--- config.mk ---
export PLATFORM = sky130hd
export DESIGN_NAME = flash_status_host
export DESIGN_NICKNAME = d
export VERILOG_FILES = /design/src/hw/flash_host_pkg.sv /design/src/hw/flash_bus_cycle.sv /design/src/hw/flash_status_host.sv
export SDC_FILE = /design/constraint.sdc
export NUM_CORES = 1
export LEC_CHECK = 0
export ABC_AREA = 1
export BUFFER_PORTS_ARGS = -buffer_cell sky130_fd_sc_hd__buf_2
export CAP_MARGIN = 15
export CORE_ASPECT_RATIO = 0.9
export CORE_MARGIN = 8
export CORE_UTILIZATION = 35
export DETAILED_ROUTE_END_ITERATION = 10
export PLACE_DENSITY = 0.64
export SYNTH_ARGS = -nofsm -noshare
export SYNTH_HDL_FRONTEND = slang
export SYNTH_SLANG_ARGS = --single-unit
export TNS_END_PERCENT = 20
--- constraint.sdc ---
create_clock -name clock -period 3.6 [get_ports clock]
set_input_delay 0.72 -clock clock [delete_from_list [all_inputs] [get_ports clock]]
set_output_delay 0.72 -clock clock [all_outputs]
set_load 0.02 [all_outputs]
--- src/hw/flash_host_pkg.sv ---
// package: register fields, command codes and timing for the flash status host
package flash_host_pkg;
    // status word fields
    localparam int sr_ready_bit = 7;
    localparam int sr_erase_susp_bit = 6;
    localparam int sr_erase_err_bit = 5;
    localparam int sr_prog_err_bit = 4;
    localparam int sr_supply_low_bit = 3;
    localparam int sr_prog_susp_bit = 2;
    localparam int sr_lock_viol_bit = 1;
    localparam logic [15:0] sr_valid_mask = 16'h00fe;
    // extended status word
    localparam int xsr_buf_avail_bit = 7;
    localparam logic [15:0] xsr_valid_mask = 16'h0080;
    // partition layout register
    localparam int pcr_code_lsb = 8;
    localparam logic [15:0] pcr_valid_mask = 16'h0700;
    localparam logic [2:0] pc_none = 3'h0;
    localparam logic [2:0] pc_four = 3'h7;
    localparam logic [2:0] pc_bottom_default = 3'h1;
    localparam logic [2:0] pc_top_default = 3'h4;
    // command codes written on the data bus
    localparam logic [15:0] cmd_read_status = 16'h0070;
    localparam logic [15:0] cmd_clear_status = 16'h0050;
    localparam logic [15:0] cmd_read_id = 16'h0090;
    localparam logic [15:0] cmd_buf_program = 16'h00e8;
    localparam logic [15:0] cmd_read_array = 16'h00ff;
    // address in identifier space where the layout register reads out
    localparam logic [20:0] pcr_id_addr = 21'h000006;
    // bus timing
    localparam int clock_mhz = 250;
    localparam int bus_phase_ns = 60;
    localparam int bus_phase_cycles = (bus_phase_ns * clock_mhz + 999) / 1000;
    localparam logic [7:0] phase_count = 8'(bus_phase_cycles);
    localparam logic [7:0] buf_retry_limit = 8'h10;
    // user command kinds
    typedef enum logic [1:0] {op_poll_status, op_read_ext, op_read_layout, op_clear} op_t;
endpackage : flash_host_pkg

--- src/hw/flash_bus_cycle.sv ---
// one asynchronous flash bus read or write cycle, timed in clock cycles
`timescale 1ns/10ps
module flash_bus_cycle
    import flash_host_pkg::*;
(
    input wire logic clock,
    input wire logic rst,
    input wire logic start,
    input wire logic write,
    input wire logic [20:0] addr,
    input wire logic [15:0] wdata,
    input wire logic [15:0] dq_in,
    output logic [20:0] flash_addr,
    output logic [15:0] dq_out,
    output logic dq_oe_n,
    output logic ce_n,
    output logic oe_n,
    output logic we_n,
    output logic [15:0] rdata,
    output logic done
);
    typedef enum logic [1:0] {idle_s, strobe_s, recover_s} cyc_t;
    cyc_t state;
    cyc_t next_state;
    logic [7:0] count;
    logic [7:0] next_count;
    logic is_write;
    logic next_is_write;
    logic [15:0] next_rdata;
    logic [20:0] next_flash_addr;
    logic [15:0] next_dq_out;

    // strobe held one phase, then one phase of recovery before done
    always_comb
    begin
        next_state = state;
        next_count = count;
        next_is_write = is_write;
        next_rdata = rdata;
        next_flash_addr = flash_addr;
        next_dq_out = dq_out;
        done = 1'b0;
        unique case (state)
            idle_s:
            begin
                if (start)
                begin
                    next_state = strobe_s;
                    next_count = phase_count;
                    next_is_write = write;
                    next_flash_addr = addr;
                    next_dq_out = wdata;
                end
            end
            strobe_s:
            begin
                if (count == 8'h01)
                begin
                    next_state = recover_s;
                    next_count = phase_count;
                    if (!is_write)
                        next_rdata = dq_in; // sample at end of read strobe
                end
                else
                    next_count = count - 8'h01;
            end
            recover_s:
            begin
                if (count == 8'h01)
                begin
                    next_state = idle_s;
                    done = 1'b1;
                end
                else
                    next_count = count - 8'h01;
            end
        endcase
    end

    always_ff @(posedge clock or posedge rst)
    begin
        if (rst)
        begin
            state <= idle_s;
            count <= 8'h00;
            is_write <= 1'b0;
            rdata <= 16'h0000;
            flash_addr <= 21'h000000;
            dq_out <= 16'h0000;
        end
        else
        begin
            state <= next_state;
            count <= next_count;
            is_write <= next_is_write;
            rdata <= next_rdata;
            flash_addr <= next_flash_addr;
            dq_out <= next_dq_out;
        end
    end

    // chip enable spans strobe and recovery so data stays driven past we_n rise
    assign ce_n = (state == idle_s);
    assign oe_n = !(state == strobe_s && !is_write);
    assign we_n = !(state == strobe_s && is_write);
    assign dq_oe_n = !((state != idle_s) && is_write);
endmodule : flash_bus_cycle

--- src/hw/flash_status_host.sv ---
// host controller that polls the flash status, extended status and layout registers
`timescale 1ns/10ps
module flash_status_host
    import flash_host_pkg::*;
(
    input wire logic clock,
    input wire logic rst,
    // user side
    input wire logic req_valid,
    input wire op_t req_op,
    input wire logic [20:0] req_addr,
    output logic req_ready,
    output logic resp_valid,
    output logic seq_ready,
    output logic erase_suspended,
    output logic erase_error,
    output logic program_error,
    output logic supply_low,
    output logic program_suspended,
    output logic lock_violation,
    output logic bad_sequence,
    output logic buffer_available,
    output logic [2:0] partition_code,
    output logic [2:0] partition_count,
    output logic concurrent_allowed,
    output logic timeout,
    // flash pins
    input wire logic ready_busy_output,
    input wire logic [15:0] dq_in,
    output logic [15:0] dq_out,
    output logic dq_oe_n,
    output logic [20:0] flash_addr,
    output logic ce_n,
    output logic oe_n,
    output logic we_n
);
    typedef enum logic [2:0] {idle_s, cmd_s, read_s, wait_pin_s, done_s} host_t;
    host_t state;
    host_t next_state;
    op_t op;
    op_t next_op;
    logic [20:0] addr;
    logic [20:0] next_addr;
    logic [7:0] retries;
    logic [7:0] next_retries;
    logic [15:0] sr;
    logic [15:0] next_sr;
    logic [15:0] extended_status_word;
    logic [15:0] next_xsr;
    logic [15:0] partition_layout_config;
    logic [15:0] next_pcr;
    logic timeout_q;
    logic next_timeout;
    logic bus_start;
    logic bus_write;
    logic [20:0] bus_addr;
    logic [15:0] bus_wdata;
    logic [15:0] bus_rdata;
    logic bus_done;
    logic [15:0] sr_m;
    logic [15:0] xsr_m;
    logic [15:0] pcr_m;

    flash_bus_cycle u_cycle (
        .clock(clock),
        .rst(rst),
        .start(bus_start),
        .write(bus_write),
        .addr(bus_addr),
        .wdata(bus_wdata),
        .dq_in(dq_in),
        .flash_addr(flash_addr),
        .dq_out(dq_out),
        .dq_oe_n(dq_oe_n),
        .ce_n(ce_n),
        .oe_n(oe_n),
        .we_n(we_n),
        .rdata(bus_rdata),
        .done(bus_done)
    );

    // command for each operation; read of status goes to the partition address
    always_comb
    begin
        bus_addr = addr;
        bus_write = (state == cmd_s);
        bus_start = (state == cmd_s || state == read_s) && !bus_done;
        unique case (op)
            op_poll_status: bus_wdata = cmd_read_status;
            op_read_ext: bus_wdata = cmd_buf_program;
            op_read_layout: bus_wdata = cmd_read_id;
            op_clear: bus_wdata = cmd_clear_status;
        endcase
        if (state == read_s && op == op_read_layout)
            bus_addr = pcr_id_addr;
    end

    // start stays high while the cycle runs and drops only with done, because the cycle ignores it outside idle
    always_comb
    begin
        next_state = state;
        next_op = op;
        next_addr = addr;
        next_retries = retries;
        next_sr = sr;
        next_xsr = extended_status_word;
        next_pcr = partition_layout_config;
        next_timeout = timeout_q;
        unique case (state)
            idle_s:
            begin
                if (req_valid)
                begin
                    next_op = req_op;
                    next_addr = req_addr;
                    next_retries = buf_retry_limit;
                    next_timeout = 1'b0;
                    next_state = cmd_s;
                end
            end
            cmd_s:
            begin
                if (bus_done)
                    next_state = (op == op_clear) ? done_s : read_s;
            end
            read_s:
            begin
                if (bus_done)
                begin
                    next_state = done_s;
                    unique case (op)
                        op_poll_status:
                        begin
                            next_sr = bus_rdata & sr_valid_mask;
                            if (!bus_rdata[sr_ready_bit])
                                next_state = wait_pin_s;
                        end
                        op_read_ext:
                        begin
                            next_xsr = bus_rdata & xsr_valid_mask;
                            if (!bus_rdata[xsr_buf_avail_bit])
                            begin
                                // reissue buffer command to recheck availability
                                if (retries == 8'h00)
                                    next_timeout = 1'b1;
                                else
                                begin
                                    next_retries = retries - 8'h01;
                                    next_state = cmd_s;
                                end
                            end
                        end
                        op_read_layout: next_pcr = bus_rdata & pcr_valid_mask;
                        op_clear: next_state = done_s;
                    endcase
                end
            end
            wait_pin_s:
            begin
                if (ready_busy_output)
                    next_state = read_s;
            end
            done_s: next_state = idle_s;
        endcase
    end

    // layout reset value is the bottom variant until first readback
    always_ff @(posedge clock or posedge rst)
    begin
        if (rst)
        begin
            state <= idle_s;
            op <= op_poll_status;
            addr <= 21'h000000;
            retries <= 8'h00;
            sr <= 16'h0000;
            extended_status_word <= 16'h0000;
            partition_layout_config <= {5'h00, pc_bottom_default, 8'h00};
            timeout_q <= 1'b0;
        end
        else
        begin
            state <= next_state;
            op <= next_op;
            addr <= next_addr;
            retries <= next_retries;
            sr <= next_sr;
            extended_status_word <= next_xsr;
            partition_layout_config <= next_pcr;
            timeout_q <= next_timeout;
        end
    end

    assign req_ready = (state == idle_s);
    assign resp_valid = (state == done_s);
    assign timeout = timeout_q;
    assign sr_m = sr;
    assign xsr_m = extended_status_word;
    assign pcr_m = partition_layout_config;

    // decoded status; error bits gated by ready because they are invalid while busy
    assign seq_ready = sr_m[sr_ready_bit];
    assign erase_suspended = seq_ready && sr_m[sr_erase_susp_bit];
    assign erase_error = seq_ready && sr_m[sr_erase_err_bit] && !sr_m[sr_prog_err_bit];
    assign program_error = seq_ready && sr_m[sr_prog_err_bit] && !sr_m[sr_erase_err_bit];
    assign bad_sequence = seq_ready && sr_m[sr_erase_err_bit] && sr_m[sr_prog_err_bit];
    assign supply_low = seq_ready && sr_m[sr_supply_low_bit];
    assign program_suspended = seq_ready && sr_m[sr_prog_susp_bit];
    assign lock_violation = seq_ready && sr_m[sr_lock_viol_bit];
    assign buffer_available = xsr_m[xsr_buf_avail_bit];
    assign partition_code = pcr_m[pcr_code_lsb +: 3];

    // partition count per layout code
    always_comb
    begin
        unique case (partition_code)
            3'h0: partition_count = 3'h1;
            3'h1, 3'h2, 3'h4: partition_count = 3'h2;
            3'h3, 3'h5, 3'h6: partition_count = 3'h3;
            3'h7: partition_count = 3'h4;
        endcase
    end
    assign concurrent_allowed = (partition_code != pc_none);
endmodule : flash_status_host

* Word level (Yosys, flattened, before mapping)
Memories as Yosys holds them, arrays and structs flattened.
Cells that the tools add are included.
** Storage, ports and cells
- Input port bits :: 43
- Memories kept :: 1
- Flip-flop bits (word level) :: 105
- Output and inout bits :: 60
- Logic and storage cells :: 114
- Bits in read-only memories :: 24
** Cells by class
- Eq/ne operators :: 22
- $add $sub $neg :: 2
- Multiplexer cells :: 34
- Bitwise gates (word level) :: 1
- Reduce and logical (&&, ||, !) cells :: 40
** Memories
- (name not given) :: depth 8, bits a word 3, rd ports 1, clocked after memory_dff 0, wr ports 0, line flash_status_host.sv:216 : unique case (partition_code)
** Operator list (count)
- $mux 8 :: 8
- $pmux 16 s4 :: 1
- $mux 3 :: 8
- $pmux 8 s3 :: 1
- $mux 21 :: 1
- $pmux 8 s2 :: 1
- $sub 8x1->8 const B :: 2
- $pmux 3 s5 :: 1
- $reduce_and 3->1 :: 5
- $logic_and 1x1->1 :: 14
- $ne 2x2->1 const B :: 7
- $reduce_and 6->1 :: 2
- $ne 2x1->1 const B :: 5
- $eq 8x1->1 const B :: 1
- $logic_not 8->1 :: 1
- $logic_not 1->1 :: 7
- $mux 1 :: 7
- $eq 2x2->1 const B :: 3
- $eq 3x2->1 const B :: 2
- $mux 2 :: 3
- $pmux 2 s3 :: 1
- $pmux 3 s2 :: 1
- $reduce_and 2->1 :: 3
- $eq 2x1->1 const B :: 2
- other kinds (10) :: 12

* Longest topological paths before layout
Gate-level depths: netlist of the first run.
- Depth after elaboration :: 7
- Gate-level depth with buffers :: 12

* By module
Synthesis of the first run repeated with hierarchy kept, for this count alone.
** Second synthesis, totals
- Cell total of the unflattened synthesis :: 608
- Area, all modules :: 5489.0 um^2
** Modules (own cells, without submodules)
- flash_bus_cycle :: sequential area each 1601.5 um^2, area each 2837.7 um^2, instances 1, cells each 259
- flash_status_host :: sequential area each 1152.4 um^2, area each 2651.3 um^2, instances 1, cells each 349

* Worst setup path before layout of the first run
Ideal clock, no wire load.
- Path kind :: flip-flop to output port
- From :: register partition_layout_config[8]
- To :: output port partition_count[0]
- Slack :: 1551 ps
- Arrival time :: 1329 ps
- Buffers on the path :: 0
- Stages on the path, launching flop included :: 4
- Cells stage by stage :: dfstp_2 inv_1 ha_1 xnor2_1
** On the way
- Cells in the longest elaborated chain, start to end :: 1
** RTL lines
- start, declared :: line flash_status_host.sv:50 : logic [15:0] partition_layout_config;
- start signal, assigned :: line flash_status_host.sv:189 : partition_layout_config <= next_pcr;
- $mem_v2 8x3
- end, declared :: line flash_status_host.sv:24 : output logic [2:0] partition_count,
Every way passes these cells.

* Worst setup path after layout of the first run
- From :: register u_cycle.state[1]
- To :: output port oe_n
** On the way
- Cells in the longest elaborated chain, start to end :: 3
** RTL lines
- start, declared :: line flash_bus_cycle.sv:23 : cyc_t state;
- start signal, assigned :: line flash_bus_cycle.sv:84 : state <= idle_s;
- start signal, assigned :: line flash_bus_cycle.sv:93 : state <= next_state;
- $eq 2x1->1 :: line flash_bus_cycle.sv:104 : assign oe_n = !(state == strobe_s && !is_write);
- $logic_and 1x1->1 :: line flash_bus_cycle.sv:104
- $logic_not 1->1 :: line flash_bus_cycle.sv:104
- end, declared :: line flash_status_host.sv:34 : output logic oe_n,
Every way passes these cells.

==> metrics.txt, run 1 <==
# fillers 1,309; fin crit period 2.34 ns; unrepaired setup endpoints after global routing no; setup violators final 0; CTS tree built; CP delay by family, top buffers and inverters; met3 routed WL 976 µm; CTS root buf clkbuf_16; Vias around 3,800; Max IR drop VDD about 0.46 mV; routability cong. 0.861; Slew @ Worst Pin 0.715 ns; Pins Over Slew Limit 0; Crit Path Class reg2out; remaining global-route overflow 0; WP data required about 2.9 ns; Syn. warnings 0; highest metal used met5; Reg area 2330 µm²; EDFF count, synth 0; met2 routed WL 4.68 mm; CTS H-tree depth 3; first drt pass iteration count 5; vias in the first global route about 3,800; R2R Setup Slk between 1.5 and 2 ns; Gate Count Post-Synth roughly 540; Synth area leaders dfrtp_1, nand2_1, nand3_1, ha_1, inv_1; Largest stage delay, worst path 0.40 ns; Antenna diodes 0; critical path buffer and inverter count 5; initial antenna violation count 1; Setup crit end kind output pin; Nets 685; footprint of the multi-input gates 2020 µm²; Via density 4.70; DP Wirelength 7.91 mm; critical path's slowest cell dfrtp_1; largest net degree at the start of global routing between 50 and 60; count of input and output buffers 85; Async SR Flop Fraction 1.00; die width 138 µm; crit path DAT 1.62 ns; most frequent CP cell inv_1; worst setup margin 1.26 ns; worst-case reg-to-reg path depth 7; Cell Pwr Density 907 nW/µm²; Post-CTS Setup Bufs 0; Mapped Avg Cell Area around 8.7 µm²; FMAX 427 MHz; drt total wl 10.8 mm; Setup Skew ~0.010 ns; layout cell share with drive strength beyond 1 0.241; first-pass GRT wire length about 19 mm; die area between 15,000 and 20,000 µm²; pre-CTS WS 1.57 ns; GRT Util Overall 0.126; CTS Buffer Depth 2; Synth top area share 0.489; Hold Crit Class in2async; TritonCTS Buffers 9; Detailed Route Iter0 Violations around 170; CORE AREA 13,300 µm²; post-CTS sizing 0; Die H 126 µm; worst relative slew slack 0.523; Setup crit end oe_n; CP cell instances inv_1, ha_1, inv_1, nor2_1, buf_4, inv_1, buf_2; CP Launch Type register; number of stages on the worst setup path 7; area delta synth->final 17.2%; Distinct cells, synth 35; CTS sink cnt 93; most instantiated cells after synthesis nand2_1, dfrtp_1, nand3_1; Cell Area, Synth approximately 4700 µm²; number of hold violations in the final report 0; Final Cycle Share 0.650; met1 WL 5.08 mm; CTS Hold Bufs 0; CP max FO 12; Rows 40; worst r2r src u_cycle.count[1]; antenna viol nets, final 0; Static Leakage between 2 and 3 nW; clock latency on the worst-skew pair between 0.3 and 0.4 ns; status finished clean; predominant post-synthesis flop cell dfrtp_1; DRC viols 0; area leader, netlist dfrtp_1; worst r2r dst u_cycle.rdata[1]; count leader, synth nand2_1; Starting Density 0.355; routed length per instance 13.5 µm; post-synthesis sequential element count 93; sequential share of the synthesized area 0.494; setup_tns 0 ns; Max-Cap Viols 0; # IOs a little over 100; clock slew at reported path FFs 0.07 ns; worst setup path startpoint u_cycle.state[1]
-- logic make-up after synthesis --
family,share of synthesized area
other cells,0.000796
xor+xnor,0.00744
simple gates,0.276
compound gates,0.0475
mux,0.0502
flops,0.494
fa+ha+maj,0.0398
buf+inv,0.0842
-- cell usage in the layout, fill, tap and decap left out, types with 6 or more instances in the layout --
cell type / instances
a21oi_1: 11
buf_2: 85
clkbuf_16: 9
conb_1: 11
dfrtp_1: 92
ha_1: 15
inv_1: 49
inv_2: 6
mux2_2: 16
nand2_1: 174
nand3_1: 62
nor2_1: 31
nor3_1: 6
o21ai_0: 8
o21ai_2: 8
-- metal layers --
layer | vias up | global-route usage
li1 | 1866 | -
met1 | 1766 | 0.156
met2 | 114 | 0.194
met3 | 9 | 0.0567
met4 | 2 | 0.0345
met5 | - | 0
-- sequential cells by signal, indices dropped and copies added (netlist names), 2 cells and up --
name                     cells
state                        3
u_cycle.dq_out               5
addr                        21
u_cycle.state                2
u_cycle.rdata               10
partition_layout_config      3
u_cycle.flash_addr          21
u_cycle.count                8
sr                           7
op                           2
retries                      8
-- cell type report --
type	instances	area share
clock buffer	9	0.0408
clock inverter	7	0.0118
inverter	57	0.0394
multi-input combinational	379	0.366
sequential	93	0.422
tap	168	0.0381
timing repair buffer	87	0.0820
-- through the flow --
step,power [mW],hold WS [ns],util,instances,area [µm²]
2_1_floorplan,3.57,0.442,-,553,4750
3_3_place_gp,4.04,0.455,0.395,784,5230
3_5_place_dp,4.12,0.458,0.395,784,5230
4_1_cts,5.07,0.475,0.417,800,5520
5_1_grt,5.42,0.496,0.417,800,5520
6_report,5.01,0.463,0.417,800,5520
-- how the worst min path moves through the flow --
stage                             endpoint  cells after the start  slack, ns               from
global placement          u_cycle.rdata[6]                      2       0.45   u_cycle.rdata[6]
finish              u_cycle.flash_addr[12]                      2       0.46                rst
detailed placement       u_cycle.dq_out[3]                      2       0.46  u_cycle.dq_out[3]
floorplan                            sr[1]                      2       0.44              sr[1]
global route              u_cycle.rdata[6]                      2       0.50   u_cycle.rdata[6]
CTS                      u_cycle.dq_out[3]                      2       0.47  u_cycle.dq_out[3]
-- worst register-to-register path: stages (launching register included) --
cell     delay (ns)
dfrtp_1        0.40
inv_1          0.11
ha_1           0.19
nand3_1        0.11
nor2_2         0.54
nand2_1        0.40
nand2_1        0.16
nand2_1        0.06
-- power breakdown --
part	internal, mW	switching (mW)
Clock	0.487	0.438
Combinational	0.795	1.53
Sequential	1.48	0.282
Total	2.76	2.25
Power figures use the tool's default switching activity.
==> inputs of run 2 (changes only) <==
- PLACE_DENSITY: 0.64 -> 0.67
- clock period: 3.6 -> 2 ns (I/O delays scaled with it)
==> metrics.txt, run 2 (synthesis gave the netlist of run 1 again) <==
CP delay by family, top flip-flops; CTS H-tree depth 3; Largest stage delay, worst path 0.54 ns; Max-Cap Viols 0; worst hold slack between 0.15 and 0.2 ns; most frequent cells in the layout nand2_1, dfrtp_1, buf_2; setup violators final 0; Via density 4.60; CTS Buffer Depth 2; Largest regs addr: 21 flops, u_cycle.flash_addr: 21 flops, u_cycle.rdata: 10 flops; met2 routed WL 4.50 mm; CTS tree built; met1 WL 4.91 mm; routability cong. between 0.8 and 0.9; die width 138 µm; Nets 690; pre-CTS WS 0.0788 ns; met3 routed WL 941 µm; DP Wirelength 7.64 mm; initial antenna violation count 3; drt total wl ~10 mm; CTS root buf clkbuf_16; Detailed Route Iter0 Violations 300; CORE AREA 13,300 µm²; Cell Pwr Density between 1500 and 2000 nW/µm²; Antenna diodes 0; Crit Path Class reg2out; worst r2r dst u_cycle.flash_addr[5]; Vias 3,706; remaining global-route overflow 0; TritonCTS Buffers 9; fin crit period 1.96 ns; crit path DAT ~1.6 ns; CP Launch Type register; GRT Util Overall 0.119; worst setup margin 0.0449 ns; vias in the first global route 3,610; clock slew at reported path FFs about 0.070 ns; status finished clean; routed length per instance 13.0 µm; CP cell instances inv_1, ha_1, xnor2_1, buf_4; Slew @ Worst Pin 0.548 ns; number of stages on the worst setup path 4; Pins Over Slew Limit 0; WP data required 1.60 ns; Final Cycle Share 0.978; CTS Hold Bufs 0; unrepaired setup endpoints after global routing yes; worst r2r src u_cycle.count[1]; first drt pass iteration count 4; setup_tns 0 ns; # fillers 1,336; highest metal used met5; CP max FO 3; clock latency on the worst-skew pair between 0.3 and 0.4 ns; commonest non-fill, non-tap cell in the layout nand2_1; number of hold violations in the final report 0; first-pass GRT wire length 17.4 mm; worst relative slew slack 0.633; Rows 40; critical path's slowest cell dfstp_2; Max IR drop VDD 0.987 mV; Die H 126 µm; Setup crit end kind output pin; FMAX between 500 and 600 MHz; Static Leakage 2.97 nW; worst setup path startpoint partition_layout_config[8]; worst-case reg-to-reg path depth 10; Setup crit end partition_count[0]; CTS sink cnt 93; die area approximately 17,000 µm²; layout cell share with drive strength beyond 1 0.246; count of input and output buffers 85; antenna viol nets, final 0; critical path buffer and inverter count 2; # IOs 103; largest net degree at the start of global routing between 90 and 100; Setup Skew 0.0110 ns; Hold Crit Class in2async; area delta synth->final 18.3%; R2R Setup Slk approximately 0.17 ns; Starting Density 0.355; DRC viols 0
==> run 2: where the power goes <==
| group | switching, mW | internal [mW] | leakage (nW) | total (mW) |
|---|---|---|---|---|
| clock network | 0.680 | 0.877 | 0.130 | 1.56 |
| registers | 0.518 | 2.66 | 1.15 | 3.18 |
| logic | 2.75 | 1.49 | 1.69 | 4.24 |
| total | 3.95 | 5.03 | 2.97 | 8.98 |
==> run 2: worst min path at each step <==
stage               cells after the start                  start                     end  slack, ns
finish                                  3                    rst                addr[10]       0.20
global placement                        2  u_cycle.flash_addr[2]   u_cycle.flash_addr[2]       0.45
CTS                                     3                    rst        u_cycle.count[0]       0.22
floorplan                               2                  sr[1]                   sr[1]       0.44
global route                            3                    rst  u_cycle.flash_addr[12]       0.25
detailed placement                      2      u_cycle.dq_out[6]       u_cycle.dq_out[6]       0.45
==> run 2: repair_timing <==
action | 4_1_cts | 5_1_grt
pin swaps | 0 | 1
setup buffers | 0 | 0
gates cloned | 0 | 1
resized for setup | 2 | 6
endpoints found under the setup margin | 1 | 38
==> run 2: through the flow <==
stage	power, mW	area (µm²)	utilization	cells
2_1_floorplan	6.43	4750	-	553
3_5_place_dp	7.42	5270	0.397	788
5_1_grt	9.75	5570	0.420	805
4_1_cts	9.04	5550	0.418	804
6_report	8.98	5570	0.420	805
3_3_place_gp	7.31	5270	0.397	788
==> run 2: worst min-delay path, delay by kind of cell <==
family   cells  cell delay [ns]
buf+inv      3             0.57
==> run 2: per-layer routing <==
metal	up-vias	global-route usage
met4	6	0.0268
li1	1881	-
met3	12	0.0627
met1	1714	0.148
met2	93	0.180
met5	-	0
==> run 2: cell type report <==
class	count	area (µm²)	share of cell area
clock buffer	13	250	0.0449
tap	168	210	0.0377
multi-input combinational	380	2050	0.368
clock inverter	3	21.3	0.00382
inverter	57	225	0.0404
timing repair buffer	91	485	0.0871
sequential	93	2330	0.418
==> inputs of run 3 (changes only) <==
- PLACE_DENSITY: 0.67 -> 0.64
- clock period: 2 -> 1.8 ns (I/O delays scaled with it)
==> metrics.txt, run 3 (synthesis gave the netlist of run 1 again) <==
Static Leakage 3.06 nW; CTS Buffer Depth 2; Starting Density 0.355; FMAX 550 MHz; Final Cycle Share 1.01; drt total wl ~11 mm; setup violators final 1; CORE AREA approximately 13,000 µm²; CP max FO 2; Seq pwr share 0.340; CTS H-tree depth 3; Setup Skew ~0.007 ns; fin crit period 1.82 ns; # IOs 103; Clk pwr share 0.186; Die H 126 µm; DP Wirelength approximately 8.0 mm; Setup crit end kind output pin; number of hold violations in the final report 0; most frequent cells in the layout nand2_1, dfrtp_1, buf_2; Antenna diodes 0; CP Launch Type register; Gate power share 0.474; CP cell instances inv_2, ha_4, xnor2_2, buf_4; clock slew at reported path FFs 0.06 ns; critical path buffer and inverter count 2; Crit Path Class reg2out; Net Sw Frac 0.434; status complete, but fails checks; GRT Util Overall 0.128; Max IR drop VDD around 0.87 mV; CP delay by family, top flip-flops; first-pass GRT wire length approximately 19 mm; crit path DAT 1.46 ns; Largest regs addr: 21 flops, u_cycle.flash_addr: 21 flops, u_cycle.rdata: 10 flops; Final Util 0.434; setup_tns -0.0170 ns; DRC viols 0; CTS sink cnt 93; area delta synth->final 22.1%; routability cong. 0.860; Rows 40; Largest stage delay, worst path between 0.5 and 0.6 ns; vias in the first global route roughly 4,000; layout cell share with drive strength beyond 1 0.275; Non-Filler Instances about 820; die area 17,400 µm²; critical path's slowest cell dfstp_2; TritonCTS Buffers 9; failing checks negative setup slack; routed length per instance ~13 µm; WP data required 1.44 ns; count of input and output buffers between 80 and 90; pre-CTS WS -0.0141 ns; Cell Pwr Density 1810 nW/µm²; Vias 3,803; first drt pass iteration count 4; Power Internal 5.88 mW; Pwr Total 10.4 mW; remaining global-route overflow 0; CTS tree built; clock latency on the worst-skew pair 0.34 ns; Pins Over Slew Limit 0; Detailed Route Iter0 Violations between 200 and 300; die width between 100 and 150 µm; Nets 703; worst setup margin -0.0170 ns; Max-Cap Viols 0; unrepaired setup endpoints after global routing yes; Placed Cells incl. Taps between 700 and 800; Via density 4.65; CTS root buf clkbuf_16; Hold Crit Class in2reg; antenna viol nets, final 0; commonest non-fill, non-tap cell in the layout nand2_1; largest net degree at the start of global routing 72; switching power approximately 4.5 mW; initial antenna violation count 1
==> run 3: repair_timing <==
item | CTS | global route
resized for setup | 8 | 12
setup buffers | 3 | 2
hold buffers | 1 | 0
endpoints found under the setup margin | 16 | 64
pin swaps | 2 | 1
hold endpoints to repair | 4 | 0
==> run 3: worst reg2reg max path: cells and delay by family (launching register included) <==
kind	cells	cell delay [ns]
AOI/OAI and AO/OA	1	0.05
buffers and inverters	1	0.10
DFF	1	0.39
and+or+nand+nor	6	0.84
adders and majority gates	1	0.19
==> run 3: layout make-up <==
class	instances	area, µm²
Sequential cell	93	2330
Clock buffer	10	239
Clock inverter	6	68.8
Timing Repair Buffer	105	603
Tap cell	168	210
Multi-Input combinational cell	379	2080
Inverter	57	225
Fill cell	1294	7510
==> run 3: metal layers <==
layer	up-vias	track usage	wire (µm)	share of wire
li1	1900	-	-	-
met1	1796	0.153	5000	0.46
met2	96	0.207	5000	0.46
met3	9	0.0571	864	0.079
met4	2	0.0281	67	0.0061
met5	-	0	13	0.0012
==> run 3: metrics by stage <==
stage	hold slack, ns	cell area [µm²]
final	0.226	5750
after floorplan	0.442	4750
after global placement	0.274	5330
after global routing	0.228	5750
after detailed placement	0.278	5330
after CTS	0.219	5700
==> run 3: path summary, 6_finish.rpt <==
kind                                             from                          to  slack (ns)  cells past startpoint
setup / recovery           partition_layout_config[8]          partition_count[0]       -0.02                      4
hold / removal                            req_addr[3]                     addr[3]        0.23                      2
setup reg to reg                     u_cycle.count[1]                  retries[4]        0.11                      9
hold reg to reg                     u_cycle.dq_out[6]           u_cycle.dq_out[6]        0.47                      2
max in group asynchronous                         rst  partition_layout_config[8]        0.73                      4
min in group asynchronous                         rst                     addr[9]        0.46                      3
==> run 3: power by group through the flow <==
| stage | Sequential, mW | Clock [mW] | Combinational, mW |
|---|---|---|---|
| final | 3.53 | 1.93 | 4.93 |
| after floorplan | 3.78 | 0 | 3.37 |
| after CTS | 3.53 | 1.99 | 4.88 |
| after global routing | 3.64 | 2.07 | 5.59 |
| after global placement | 3.52 | 0 | 4.65 |
| after detailed placement | 3.54 | 0 | 4.81 |
